$ cat src/logic/adc_ctrl_pkg.sv
package adc_ctrl_pkg;

   // ------------------------------------------------------------
   // Bus and register map
   // ------------------------------------------------------------
   localparam int ADDR_W = 8;
   localparam int DATA_W = 32;
   localparam logic [7:0] OFF_CSC = 8'h00;
   localparam logic [7:0] OFF_CTRL2 = 8'h04;
   localparam logic [7:0] OFF_RES_LO = 8'h08;
   localparam logic [7:0] OFF_RES_HI = 8'h0C;
   localparam logic [7:0] OFF_CMP = 8'h10;
   localparam logic [7:0] OFF_CFG = 8'h14;
   localparam logic [7:0] OFF_IRQ_STAT = 8'h18;
   localparam logic [7:0] OFF_IRQ_CLR = 8'h1C;
   localparam logic [7:0] OFF_IRQ_EN = 8'h20;
   localparam logic [1:0] RESP_OKAY = 2'h0;
   localparam logic [1:0] RESP_SLVERR = 2'h2;

   // ------------------------------------------------------------
   // Status and control field layout
   // ------------------------------------------------------------
   localparam int CSC_FLAG_BIT = 7;
   localparam int CSC_IEN_BIT = 6;
   localparam int CSC_CONT_BIT = 5;
   localparam int CH_W = 5;
   localparam logic [4:0] CH_LAST_INPUT = 5'h1B;
   localparam logic [4:0] CH_RESERVED = 5'h1C;
   localparam logic [4:0] CH_VREFH = 5'h1D;
   localparam logic [4:0] CH_VREFL = 5'h1E;
   localparam logic [4:0] CH_OFF = 5'h1F;
   localparam logic [4:0] TEMP_SENSOR_CHANNEL = 5'h1A;
   localparam logic [4:0] BANDGAP_CHANNEL = 5'h1B;
   localparam logic [4:0] CH_RESET = 5'h1F;
   localparam int CTRL2_ACTIVE_BIT = 7;
   localparam int CTRL2_TRIG_BIT = 6;
   localparam int CTRL2_CMPEN_BIT = 5;
   localparam int CTRL2_CMPGE_BIT = 4;

   // ------------------------------------------------------------
   // Result formats and interrupt events
   // ------------------------------------------------------------
   localparam int RES_W = 12;
   localparam int MODE_W = 2;
   typedef enum logic [1:0] {MODE_8 = 2'h0, MODE_12 = 2'h1, MODE_10 = 2'h2} res_mode_t;
   localparam res_mode_t MODE_RESET = MODE_8;
   localparam int IRQ_N = 2;
   localparam int EV_DONE = 0;
   localparam int EV_ABORT = 1;
   typedef enum {K_INPUT, K_RESERVED, K_VREFH, K_VREFL, K_OFF} chan_kind_t;

endpackage

$ cat src/logic/adc_conversion_control.sv
`timescale 1ns/1ps
module adc_conversion_control
   import adc_ctrl_pkg::*;
(
   input wire logic aclk,                     // System clock
   input wire logic aresetn,                  // Synchronous reset, active low
   input wire logic [ADDR_W-1:0] awaddr,      // Write address
   input wire logic awvalid,                  // Write address valid
   output logic awready,                      // Write address ready
   input wire logic [DATA_W-1:0] wdata,       // Write data
   input wire logic [3:0] wstrb,              // Write byte strobes
   input wire logic wvalid,                   // Write data valid
   output logic wready,                       // Write data ready
   output logic [1:0] bresp,                  // Write response
   output logic bvalid,                       // Write response valid
   input wire logic bready,                   // Write response ready
   input wire logic [ADDR_W-1:0] araddr,      // Read address
   input wire logic arvalid,                  // Read address valid
   output logic arready,                      // Read address ready
   output logic [DATA_W-1:0] rdata,           // Read data
   output logic [1:0] rresp,                  // Read response
   output logic rvalid,                       // Read data valid
   input wire logic rready,                   // Read data ready
   input wire logic hardware_trigger_in,      // Hardware conversion trigger
   input wire logic conv_done,                // Converter finished, one cycle
   input wire logic [RES_W-1:0] conv_data,    // Converter raw result
   output logic conv_start,                   // Start a conversion, one cycle
   output logic conv_abort,                   // Abort running conversion
   output logic [CH_W-1:0] conv_channel,      // Selected channel code
   output logic sel_vrefh,                    // High reference selected
   output logic sel_vrefl,                    // Low reference selected
   output logic conv_power_on,                // Converter powered
   output logic conv_isolate,                 // Input isolated from all sources
   output logic conv_low_power,               // Converter idle in low power
   output logic irq                           // Interrupt, level
);

   typedef enum {S_IDLE, S_BUSY} seq_state_t;

   seq_state_t state;
   seq_state_t next_state;
   logic conversion_complete_flag;
   logic conversion_irq_enable;
   logic continuous_enable;
   logic [CH_W-1:0] channel_select;
   logic trigger_select;
   logic compare_enable;
   logic compare_greater_equal;
   res_mode_t mode;
   logic [RES_W-1:0] cmp_value;
   logic [RES_W-1:0] result;
   logic [IRQ_N-1:0] irq_status;
   logic [IRQ_N-1:0] irq_enable;
   logic [IRQ_N-1:0] irq_event;
   logic pend_start;
   logic run;
   logic hw_prev;
   logic wr_fire;
   logic rd_fire;
   logic csc_wr;
   logic res_lo_rd;
   logic [CH_W-1:0] new_ch;
   logic sw_go;
   logic hw_go;
   logic repeat_go;
   logic start_now;
   logic done_ok;
   logic flag_set;
   logic [RES_W-1:0] shaped;
   logic cmp_true;

   // ------------------------------------------------------------
   // Decoding helpers
   // ------------------------------------------------------------
   function automatic logic is_mapped(input logic [ADDR_W-1:0] a);
      is_mapped = (a == OFF_CSC) || (a == OFF_CTRL2) || (a == OFF_RES_LO) ||
                  (a == OFF_RES_HI) || (a == OFF_CMP) || (a == OFF_CFG) ||
                  (a == OFF_IRQ_STAT) || (a == OFF_IRQ_CLR) || (a == OFF_IRQ_EN);
   endfunction

   function automatic chan_kind_t chan_kind(input logic [CH_W-1:0] ch);
      if (ch <= CH_LAST_INPUT)
         chan_kind = K_INPUT;
      else if (ch == CH_RESERVED)
         chan_kind = K_RESERVED;
      else if (ch == CH_VREFH)
         chan_kind = K_VREFH;
      else if (ch == CH_VREFL)
         chan_kind = K_VREFL;
      else
         chan_kind = K_OFF;
   endfunction

   // ------------------------------------------------------------
   // AXI4-Lite slave
   // ------------------------------------------------------------
   // Address and data are taken together; the master holds both until then
   assign awready = awvalid && wvalid && !bvalid;
   assign wready = awready;
   assign arready = !rvalid;
   assign wr_fire = awvalid && wvalid && awready;
   assign rd_fire = arvalid && arready;
   assign csc_wr = wr_fire && (awaddr == OFF_CSC) && wstrb[0];
   assign res_lo_rd = rd_fire && (araddr == OFF_RES_LO);
   assign new_ch = wdata[CH_W-1:0];

   always_ff @(posedge aclk)
   begin
      if (!aresetn)
      begin
         bvalid <= 1'b0;
         bresp <= RESP_OKAY;
      end
      else if (wr_fire)
      begin
         bvalid <= 1'b1;
         bresp <= is_mapped(awaddr) ? RESP_OKAY : RESP_SLVERR;
      end
      else if (bready)
         bvalid <= 1'b0;
   end

   always_ff @(posedge aclk)
   begin
      if (!aresetn)
      begin
         rvalid <= 1'b0;
         rresp <= RESP_OKAY;
         rdata <= '0;
      end
      else if (rd_fire)
      begin
         rvalid <= 1'b1;
         rresp <= is_mapped(araddr) ? RESP_OKAY : RESP_SLVERR;
         unique case (araddr)
            OFF_CSC: rdata <= DATA_W'({conversion_complete_flag, conversion_irq_enable,
                                      continuous_enable, channel_select});
            OFF_CTRL2: rdata <= DATA_W'({state == S_BUSY, trigger_select, compare_enable,
                                        compare_greater_equal, 4'h0});
            OFF_RES_LO: rdata <= DATA_W'(result[7:0]);
            OFF_RES_HI: rdata <= DATA_W'(result[RES_W-1:8]);
            OFF_CMP: rdata <= DATA_W'(cmp_value);
            OFF_CFG: rdata <= DATA_W'(mode);
            OFF_IRQ_STAT: rdata <= DATA_W'(irq_status);
            OFF_IRQ_EN: rdata <= DATA_W'(irq_enable);
            default: rdata <= '0;
         endcase
      end
      else if (rready)
         rvalid <= 1'b0;
   end

   // ------------------------------------------------------------
   // Software-written configuration
   // ------------------------------------------------------------
   always_ff @(posedge aclk)
   begin
      if (!aresetn)
      begin
         conversion_irq_enable <= 1'b0;
         continuous_enable <= 1'b0;
         channel_select <= CH_RESET;
      end
      else if (csc_wr)
      begin
         conversion_irq_enable <= wdata[CSC_IEN_BIT];
         continuous_enable <= wdata[CSC_CONT_BIT];
         channel_select <= new_ch;
      end
   end

   always_ff @(posedge aclk)
   begin
      if (!aresetn)
      begin
         trigger_select <= 1'b0;
         compare_enable <= 1'b0;
         compare_greater_equal <= 1'b0;
         mode <= MODE_RESET;
         cmp_value <= '0;
         irq_enable <= '0;
      end
      else if (wr_fire)
      begin
         if (awaddr == OFF_CTRL2 && wstrb[0])
         begin
            trigger_select <= wdata[CTRL2_TRIG_BIT];
            compare_enable <= wdata[CTRL2_CMPEN_BIT];
            compare_greater_equal <= wdata[CTRL2_CMPGE_BIT];
         end
         // The unused fourth code is refused so the format never goes undefined
         if (awaddr == OFF_CFG && wstrb[0] && wdata[MODE_W-1:0] != 2'h3)
            mode <= res_mode_t'(wdata[MODE_W-1:0]);
         if (awaddr == OFF_CMP && wstrb[0])
            cmp_value[7:0] <= wdata[7:0];
         if (awaddr == OFF_CMP && wstrb[1])
            cmp_value[RES_W-1:8] <= wdata[RES_W-1:8];
         if (awaddr == OFF_IRQ_EN && wstrb[0])
            irq_enable <= wdata[IRQ_N-1:0];
      end
   end

   // ------------------------------------------------------------
   // Conversion sequencer
   // ------------------------------------------------------------
   assign sw_go = csc_wr && (new_ch != CH_OFF) && !trigger_select;
   assign hw_go = trigger_select && hardware_trigger_in && !hw_prev && !csc_wr &&
                  (chan_kind(channel_select) != K_OFF) && (state == S_IDLE) &&
                  !pend_start;
   // A CSC write in the same cycle as completion wins: that result is dropped
   assign done_ok = conv_done && (state == S_BUSY) && !csc_wr;
   assign repeat_go = done_ok && continuous_enable && run &&
                      (chan_kind(channel_select) != K_OFF);
   assign start_now = pend_start || hw_go || repeat_go;

   always_comb
   begin
      next_state = state;
      if (csc_wr)
         next_state = S_IDLE;
      else if (start_now)
         next_state = S_BUSY;
      else if (done_ok)
         next_state = S_IDLE;
   end

   always_ff @(posedge aclk)
   begin
      if (!aresetn)
      begin
         state <= S_IDLE;
         pend_start <= 1'b0;
         conv_start <= 1'b0;
         conv_abort <= 1'b0;
         hw_prev <= 1'b0;
         conv_low_power <= 1'b1;
      end
      else
      begin
         state <= next_state;
         pend_start <= sw_go;
         conv_start <= start_now;
         conv_abort <= csc_wr && (state == S_BUSY);
         hw_prev <= hardware_trigger_in;
         conv_low_power <= (next_state == S_IDLE) && !sw_go;
      end
   end

   // Run marks an active continuous sequence; hardware mode arms on the first event
   always_ff @(posedge aclk)
   begin
      if (!aresetn)
         run <= 1'b0;
      else if (csc_wr)
         run <= wdata[CSC_CONT_BIT] && (new_ch != CH_OFF) && !trigger_select;
      else if (hw_go)
         run <= continuous_enable;
      else if (done_ok && !continuous_enable)
         run <= 1'b0;
   end

   // ------------------------------------------------------------
   // Channel routing and power
   // ------------------------------------------------------------
   always_ff @(posedge aclk)
   begin
      if (!aresetn)
      begin
         conv_channel <= CH_RESET;
         sel_vrefh <= 1'b0;
         sel_vrefl <= 1'b0;
         conv_power_on <= 1'b0;
         conv_isolate <= 1'b1;
      end
      else
      begin
         conv_channel <= channel_select;
         sel_vrefh <= chan_kind(channel_select) == K_VREFH;
         sel_vrefl <= chan_kind(channel_select) == K_VREFL;
         conv_power_on <= chan_kind(channel_select) != K_OFF;
         conv_isolate <= chan_kind(channel_select) == K_OFF;
      end
   end

   // ------------------------------------------------------------
   // Result, completion flag and interrupts
   // ------------------------------------------------------------
   result_shaper u_shaper (
      .raw(conv_data),
      .mode(mode),
      .cmp_value(cmp_value),
      .cmp_ge(compare_greater_equal),
      .shaped(shaped),
      .cmp_true(cmp_true)
   );

   assign flag_set = done_ok && (!compare_enable || cmp_true);

   always_ff @(posedge aclk)
   begin
      if (!aresetn)
         result <= '0;
      else if (flag_set)
         result <= shaped;
   end

   // Completion beats a result-low read clear in the same cycle; a CSC write drops the completion
   always_ff @(posedge aclk)
   begin
      if (!aresetn)
         conversion_complete_flag <= 1'b0;
      else if (flag_set)
         conversion_complete_flag <= 1'b1;
      else if (csc_wr || res_lo_rd)
         conversion_complete_flag <= 1'b0;
   end

   assign irq_event[EV_DONE] = flag_set && conversion_irq_enable;
   assign irq_event[EV_ABORT] = csc_wr && (state == S_BUSY);

   generate
      for (genvar i = 0; i < IRQ_N; i++)
      begin : g_irq
         always_ff @(posedge aclk)
         begin
            if (!aresetn)
               irq_status[i] <= 1'b0;
            else if (irq_event[i])
               irq_status[i] <= 1'b1;
            else if (wr_fire && awaddr == OFF_IRQ_CLR && wstrb[0] && wdata[i])
               irq_status[i] <= 1'b0;
         end
      end
   endgenerate

   assign irq = |(irq_status & irq_enable);
endmodule // adc_conversion_control

$ cat src/logic/result_shaper.sv
`timescale 1ns/1ps
module result_shaper
   import adc_ctrl_pkg::*;
(
   input wire logic [RES_W-1:0] raw,         // Raw 12-bit converter output
   input wire res_mode_t mode,               // Selected result format
   input wire logic [RES_W-1:0] cmp_value,   // Programmed compare value
   input wire logic cmp_ge,                  // Compare direction
   output logic [RES_W-1:0] shaped,          // Right-justified result
   output logic cmp_true                     // Compare condition
);

   logic [RES_W-1:0] cmp_masked;

   always_comb
   begin
      unique case (mode)
         MODE_12:
         begin
            shaped = raw;
            cmp_masked = cmp_value;
         end
         MODE_10:
         begin
            shaped = {2'h0, raw[RES_W-1:2]};
            cmp_masked = {2'h0, cmp_value[9:0]};
         end
         default:
         begin
            shaped = {4'h0, raw[RES_W-1:4]};
            cmp_masked = {4'h0, cmp_value[7:0]};
         end
      endcase
   end

   // Compare uses only the bits that the current format carries
   assign cmp_true = cmp_ge ? (shaped >= cmp_masked) : (shaped < cmp_masked);

endmodule // result_shaper

$ cat config.mk
export PLATFORM = sky130hd
export DESIGN_NAME = adc_conversion_control
export DESIGN_NICKNAME = d
export VERILOG_FILES = /design/src/logic/adc_ctrl_pkg.sv /design/src/logic/adc_conversion_control.sv /design/src/logic/result_shaper.sv
export SDC_FILE = /design/constraint.sdc
export NUM_CORES = 1
export LEC_CHECK = 0
export BUFFER_PORTS_ARGS = -buffer_cell sky130_fd_sc_hd__buf_2
export CORE_ASPECT_RATIO = 0.6
export CORE_MARGIN = 2
export CORE_UTILIZATION = 55
export CTS_CLUSTER_SIZE = 25
export DETAILED_ROUTE_END_ITERATION = 16
export HOLD_SLACK_MARGIN = 0.08
export PLACE_DENSITY = 0.87
export SLEW_MARGIN = 30
export SYNTH_ARGS = -nofsm -noshare
export SYNTH_HDL_FRONTEND = slang
export SYNTH_SLANG_ARGS = --single-unit
$ cat constraint.sdc
create_clock -name aclk -period 10.6 [get_ports aclk]
set_clock_uncertainty 0.05 [all_clocks]
set_input_delay 1.06 -clock aclk [delete_from_list [all_inputs] [get_ports aclk]]
set_output_delay 1.06 -clock aclk [all_outputs]
set_load 0.03 [all_outputs]
==> summary.txt, run 1 <==
Worst setup path
  – Critical path capture point type: flop
  – Delay-heaviest family, CP: compound AO/OA/AOI/OAI gates
  – WP data required: 10,830 ps
  – Critical Setup Path Class: reg2reg
  – CP Launch Type: flop
  – CP max-delay cell: ha_1
  – Crit Reg-Reg Startpoint: mode[0]$_SDFFE_PN0P_
  – Critical Path AT: 3950 ps
  – R2R Path End: result[6]$_SDFFE_PN0P_
  – Path depth of the worst reg2reg path: 10
  – Reg2reg setup slack: 6890 ps
  – Worst-path cell chain: inv_1 > ha_1 > o21ai_0 > ha_1 > and3_1 > a221o_1 > a221o_1 > o311a_4 > nand2_4 > mux2i_1
  – Max incr delay on CP: 520 ps
  – Worst Path Buf+Inv: 1
  – Critical Path Fanout Max: 20

Detailed routing
  – Number of remaining DRC errors: 0
  – Final ANT Viol Nets: 0
  – Initial DRC count: 464
  – WL/cell: 16.6 um
  – Vias per inst: 5.83
  – Drt pass-1 iters: 5
  – Post-Route WL: 12.2 mm
  – Vias: 4,255

Floorplanning
  – Core Area: 0.00849 sq mm
  – DIE AREA: 0.00951 sq mm
  – Row cnt: 26
  – Die H: 76.4 um
  – I/O pins: 127
  – Die width: 125 um
  – Initial Util: 56.5%

Clock network
  – Post_cts resized: 0
  – Longest Clk Path Bufs: 2
  – Clk sink count: 104
  – CTS Buf Count: 9
  – Post-CTS Setup Repair Bufs: 0
  – Clock latency on the worst-skew pair: 360 ps
  – CTS Hold Bufs: 0
  – CTS H-tree depth: 3
  – Clk slew on worst S/H paths: 70 ps
  – CTS tree: built
  – CTS root buf: clkbuf_16

Logic synthesis
  – Gate Count Post-Synth: 547
  – Ys flop type: dfxtp_1
  – Asr flop ratio synth: 0%
  – Post-synthesis cell type count: 62
  – Post-synth EDFFs: 0
  – Yosys warns: 0
  – Synthesis-stage register bit count: 104
  – Syn avg cell area: 8.77 sq um
  – Seq/Total Area, Yosys: 43.4%
  – Cell area after synthesis: 0.00480 sq mm

STA
  – Final hold violations: 0
  – Slew HR: 35.7%
  – RSZ-0062 raised after global routing: false
  – Final setup fails: 0
  – Worst slew pin tran: 956 ps
  – Final Cycle Share: 35.0%
  – Max frequency: 269 MHz
  – Final min period: 3710 ps
  – Final hold slack: 400 ps
  – Max Slew Vio Count: 0
  – Setup Total Neg Slack: 0 ps

Placed design
  – Routability congestion estimate from global placement: 0.962
  – IO Port Bufs: 82
  – DP HPWL: 9.09 mm

Power
  – Pwr dens: 142 mW/mm^2
  – LEAKAGE: 2.38 nW
  – Max rail drop VDD: 0.0900 mV

Global routing
  – Overall Global Routing Usage: 25.9%
  – Largest net degree at the start of global routing: 51
  – Vias in the first global route: 3,905
  – Grt ovf: 0
  – Initial antenna violation count: 0
  – Global-route wire length before repair: 19.5 mm

Outcome
  – Status: finished clean

Final layout
  – Nets@finish: 700
  – Share of layout cells above drive strength 1: 17.6%
  – Final core utilization: 64.1%
  – Diode count: 0
  – Area delta synth->final: 13.4%
  – Filler cells: 691

Hold path
  – Path type of the worst min-delay path: reg2reg
  – Hold Path Depth: 2
  – Hold wc startpoint: rdata[9]$_SDFFE_PN0P_
  – Worst Hold Path EP: rdata[9]$_SDFFE_PN0P_

Job
  – Max-cap violation count: 0
-- per-layer routing --
layer | share of wire, % | vias up | track usage (%)
met3 | 12 | 17 | 8.29
met5 | 0 | - | 0
met4 | 1.0 | 0 | 5.73
met1 | 47 | 2006 | 38.1
met2 | 41 | 229 | 36.9
li1 | - | 2003 | -
-- cells in the final DEF, fill, tap and decap left out, types with 7 or more instances in the layout --
cell type,synthesis,routed
clkbuf_16,0,9
a22oi_1,16,16
nor4_1,11,10
and3_1,7,7
dfxtp_1,104,104
ha_1,14,14
nand2_1,80,80
conb_1,1,22
buf_2,3,82
inv_1,14,14
nand3_1,20,20
a21oi_1,20,20
nor2_1,45,45
mux2i_1,30,30
and2_1,36,36
o21ai_0,18,18
-- cell usage after synthesis (6+ instances only) --
library cell | number | area (sq um)
nand3_1 | 20 | 100
dfxtp_1 | 104 | 2080
inv_1 | 14 | 52.6
clkbuf_1 | 18 | 67.6
buf_4 | 23 | 173
a21oi_1 | 20 | 100
nor4_1 | 11 | 68.8
a211oi_1 | 6 | 45.0
ha_1 | 14 | 175
mux2i_1 | 30 | 300
o21ai_0 | 18 | 90.1
nand2b_1 | 6 | 37.5
nor2_1 | 45 | 169
and3_1 | 7 | 43.8
nand4_1 | 6 | 37.5
a22oi_1 | 16 | 120
and2_1 | 36 | 225
nand2_1 | 80 | 300
-- cell type report --
| class | count | area (sq um) | area share (%) |
|---|---|---|---|
| Timing Repair Buffer | 83 | 418 | 7.68 |
| Sequential cell | 104 | 2080 | 38.3 |
| Clock inverter | 7 | 60.1 | 1.10 |
| Tap cell | 112 | 140 | 2.58 |
| Clock buffer | 9 | 225 | 4.14 |
| Inverter | 15 | 56.3 | 1.03 |
| Multi-Input combinational cell | 400 | 2460 | 45.2 |
-- worst max-delay path by stage --
| stage | from | to | cells after the start |
|---|---|---|---|
| 6_report | mode[0]$_SDFFE_PN0P_ | result[6]$_SDFFE_PN0P_ | 10 |
| 5_1_grt | mode[0]$_SDFFE_PN0P_ | result[2]$_SDFFE_PN0P_ | 10 |
| 4_1_cts | mode[0]$_SDFFE_PN0P_ | result[8]$_SDFFE_PN0P_ | 10 |
| 3_5_place_dp | conv_data[9] | result[8]$_SDFFE_PN0P_ | 10 |
| 2_1_floorplan | conv_data[8] | result[10]$_SDFFE_PN0P_ | 10 |
| 3_3_place_gp | conv_data[9] | result[11]$_SDFFE_PN0P_ | 10 |
-- registers in the layout (all words and copies together), names as in the netlist, 2 cells and up --
| name | cells |
|---|---|
| rdata | 12 |
| irq_status | 2 |
| cmp_value | 12 |
| channel_select | 5 |
| conv_channel | 5 |
| state | 32 |
| mode | 2 |
| result | 12 |
| irq_enable | 2 |
-- cell families after synthesis --
group | after synthesis | synth area share (%)
simple gates | 239 | 25.5
buf+inv | 64 | 7.30
mux | 30 | 6.26
other cells | 1 | 0.0781
fa+ha+maj | 14 | 3.65
flops | 104 | 43.4
compound gates | 95 | 13.8
-- power by group --
| part | switching (W) | internal, W |
|---|---|---|
| combinational | 0.0000438 | 0.0000164 |
| sequential | 0.00000120 | 0.000392 |
| clock | 0.000156 | 0.000163 |
-- metrics by stage --
| step | power, W | instance area [sq um] | worst slack, ps | std cells |
|---|---|---|---|---|
| 2_1_floorplan | 0.000445 | 4880 | 7230 | 568 |
| 4_1_cts | 0.000777 | 5440 | 6980 | 730 |
| 5_1_grt | 0.000799 | 5440 | 6710 | 730 |
| 3_5_place_dp | 0.000461 | 5150 | 6810 | 714 |
| 6_report | 0.000773 | 5440 | 6890 | 730 |
| 3_3_place_gp | 0.000459 | 5140 | 6850 | 714 |
-- worst register-to-register path, cell delays in order, from the launching register on --
cell,delay (ps)
dfxtp_1,410
inv_1,90
ha_1,520
o21ai_0,510
ha_1,340
and3_1,190
a221o_1,300
a221o_1,390
o311a_4,400
nand2_4,220
mux2i_1,220
No activity file was read; power rests on OpenSTA's default activity.
==> inputs of run 2 (changes only) <==
- CORE_UTILIZATION: 55 -> 48
- PLACE_DENSITY: 0.87 -> 0.81
- clock period: 10.6 -> 3.2 ns (I/O delays scaled with it)
==> run 2 against run 1 <==
Largest cell class unchanged. Sequential power grew to 3.3 times the previous value. Worst hold slack got worse by 290 ps. First-iteration DRC count fell by 5.2%. Sequential share of layout area down 1.8 points. Cell area increased by 4.9%. Cell count is 6.0% higher. Register-to-register slack worse by 6700 ps. Global-route usage shrank 2.0 points. Largest power group unchanged. Total power grew to 3.4 times the previous value.
==> summary.txt, run 2 (synthesis results as in run 1) <==
Detailed routing
  – Initial DRC count: 440 (-5.2%)
  – Post-Route WL: 12.7 mm (+4.5%)
  – Drt pass-1 iters: 5 (unchanged)
  – WL/cell: 16.4 um (-1.5%)
  – Final ANT Viol Nets: 0 (unchanged)
  – Vias per inst: 5.53 (-5.1%)
  – Number of remaining DRC errors: 0 (unchanged)
  – Vias: 4,282 (+0.63%)

Placed design
  – Dpl ws: -136 ps (-6940 ps)
  – Placed cell count: 757 (+6.0%)
  – Routability congestion estimate from global placement: 0.949 (-1.4%)
  – IO Port Bufs: 82 (unchanged)
  – DP HPWL: 9.43 mm (+3.7%)

Power
  – Switching part of the total: 25.4% (-0.59 points)
  – Pwr dens: 465 mW/mm^2 (+230%)
  – Comb pwr share: 7.9% (about the same)
  – P_sw: 0.000675 W (+240%)
  – LEAKAGE: 2.51 nW (+5.5%)
  – Seq pwr share: 49.1% (-1.8 points)
  – Clock Power Share: 43.0% (+1.7 points)
  – Max rail drop VDD: 0.267 mV (+200%)
  – Cell-internal power: 0.00198 W (+250%)

Worst setup path
  – Reg2reg setup slack: 150 ps (-6740 ps)
  – Critical Path Fanout Max: 14 (-30%)
  – Worst-path cell chain: buf_4 > ha_4 > a22oi_1 > o21ai_1 > ha_1 > and3_1 > a221o_1 > a221o_1 > o311a_4 > nand2_8 > mux2i_1
  – R2R Path End: result[3]$_SDFFE_PN0P_
  – Critical Path AT: 3280 ps (-670 ps)
  – CP Launch Type: flop
  – CP Depth: 11 (+1)
  – CP max-delay cell: o311a_4
  – Max incr delay on CP: 420 ps (-100 ps)
  – Delay-heaviest family, CP: compound AO/OA/AOI/OAI gates
  – Worst Path Buf+Inv: 1 (unchanged)
  – WP data required: 3430 ps (-7400 ps)
  – Critical path capture point type: flop
  – Path depth of the worst reg2reg path: 11 (+1)
  – Critical Setup Path Class: reg2reg
  – Most used cell, CP: a221o_1
  – Crit Reg-Reg Startpoint: mode[0]$_SDFFE_PN0P_

Hold path
  – Hold Path Depth: 2 (unchanged)
  – Path type of the worst min-delay path: in2reg
  – Hold wc startpoint: rready
  – Worst Hold Path EP: rvalid$_SDFFE_PN0P_

Clock network
  – Clk sink count: 104 (unchanged)
  – CTS root buf: clkbuf_16
  – Longest Clk Path Bufs: 2 (unchanged)
  – Clk slew on worst S/H paths: 70 ps (about the same)
  – Clock latency on the worst-skew pair: 350 ps (about the same)
  – CTS tree: built
  – CTS Hold Bufs: 0 (unchanged)
  – CTS Buf Count: 9 (unchanged)
  – CTS H-tree depth: 3 (unchanged)

Global routing
  – Vias in the first global route: 3,982 (+2.0%)
  – Largest net degree at the start of global routing: 50 (-2.0%)
  – Initial antenna violation count: 0 (unchanged)
  – Overall Global Routing Usage: 23.9% (-2.0 points)
  – Grt ovf: 0 (unchanged)
  – Global-route wire length before repair: 20.2 mm (+3.9%)

STA
  – Setup Total Neg Slack: 0 ps (unchanged)
  – RSZ-0062 raised after global routing: false
  – Slew HR: 44.0% (+8.3 points)
  – Max Slew Vio Count: 0 (unchanged)
  – Max frequency: 328 MHz (+22%)
  – Final hold violations: 0 (unchanged)
  – Worst slew pin tran: 838 ps (-119 ps)
  – Final min period: 3050 ps (-660 ps)
  – Setup WS post-layout: 148 ps (-6740 ps)
  – Final Cycle Share: 95.4% (+60 points)
  – Final setup fails: 0 (unchanged)

Floorplanning
  – Initial Util: 49.1% (-7.4 points)
  – Row cnt: 28 (+7.7%)
  – DIE AREA: 0.0108 sq mm (+14%)
  – Die H: 81.5 um (+6.7%)
  – I/O pins: 127 (unchanged)
  – Core Area: 0.00977 sq mm (+15%)
  – Die width: 133 um (+6.8%)

Final layout
  – Nets@finish: 721 (+3.0%)
  – Share of layout cells above drive strength 1: 21.6% (+4.0 points)
  – Area delta synth->final: 19.0%
  – Max reg flops: 32 (unchanged)
  – Most frequent cells in the layout: 103 x dfxtp_1, 82 x buf_2, 80 x nand2_1, 45 x nor2_1, 36 x and2_1
  – Diode count: 0 (unchanged)
  – Final std cells w/o fill: 774 (+6.0%)
  – Most common cell after layout, fill and taps aside: dfxtp_1
  – Reg with most FFs: state

Job
  – Max-cap violation count: 0 (unchanged)

Outcome
  – Status: finished clean
[run 2: cell count changes in the layout (fill, tap and decap cells not counted), moves of 2 or more]
cell	before	now
buf_4	1	22
ha_4	0	2
clkinv_4	0	2
o21ai_2	0	3
a22oi_2	0	2
ha_1	14	12
a22oi_1	16	14
clkinvlp_4	3	1
o21ai_0	18	15
[run 2: metal layers]
layer,part of all wire (%),global-route usage (%)
met1,47,33.3
met2,41,35.6
met3,12,8.64
met4,0.95,5.53
met5,0,0
[run 2: power groups by stage]
stage          Sequential [W]  Combinational [W]  Clock [W]
5_1_grt               0.00130           0.000227    0.00121
3_5_place_dp          0.00133           0.000202          0
6_report              0.00130           0.000210    0.00114
3_3_place_gp          0.00133           0.000195          0
2_1_floorplan         0.00134           0.000131          0
4_1_cts               0.00130           0.000204    0.00115
[run 2: layout make-up]
type,count,area (sq um)
Timing Repair Buffer,104,576
Fill cell,836,4070
Clock buffer,9,225
Clock inverter,7,88.8
Inverter,15,56.3
Sequential cell,104,2080
Multi-Input combinational cell,400,2510
Tap cell,135,169
[run 2: worst reg2reg max path, stage by stage (launching register included)]
cell	delay, ps
dfxtp_1	320
buf_4	150
ha_4	180
a22oi_1	190
o21ai_1	130
ha_1	280
and3_1	200
a221o_1	300
a221o_1	390
o311a_4	420
nand2_8	160
mux2i_1	210
[run 2: timing repair]
| item | in CTS | in global routing |
|---|---|---|
| endpoints found under the setup margin | 14 | 14 |
| resized for setup | 5 | 10 |
| pin swaps | 0 | 1 |
| setup buffers | 0 | 1 |
[run 2: worst max-delay path by stage]
| stage | slack, ps | startpoint | endpoint |
|---|---|---|---|
| after global routing | 60 | mode[1]$_SDFFE_PN0P_ | result[7]$_SDFFE_PN0P_ |
| after CTS | 30 | mode[0]$_SDFFE_PN0P_ | result[0]$_SDFFE_PN0P_ |
| final | 150 | mode[0]$_SDFFE_PN0P_ | result[3]$_SDFFE_PN0P_ |
| after global placement | 30 | mode[0]$_SDFFE_PN0P_ | result[11]$_SDFFE_PN0P_ |
| after detailed placement | -140 | mode[0]$_SDFFE_PN0P_ | result[3]$_SDFFE_PN0P_ |
| after floorplan | 5 | mode[0]$_SDFFE_PN0P_ | result[10]$_SDFFE_PN0P_ |
[run 2: stage by stage]
step	power (W)	hold WS, ps	utilization [%]	area (sq um)
2_1_floorplan	0.00147	365	-	4880
3_3_place_gp	0.00153	390	54.4	5320
3_5_place_dp	0.00154	395	54.5	5330
4_1_cts	0.00266	110	57.8	5650
5_1_grt	0.00274	111	58.4	5710
6_report	0.00266	108	58.4	5710
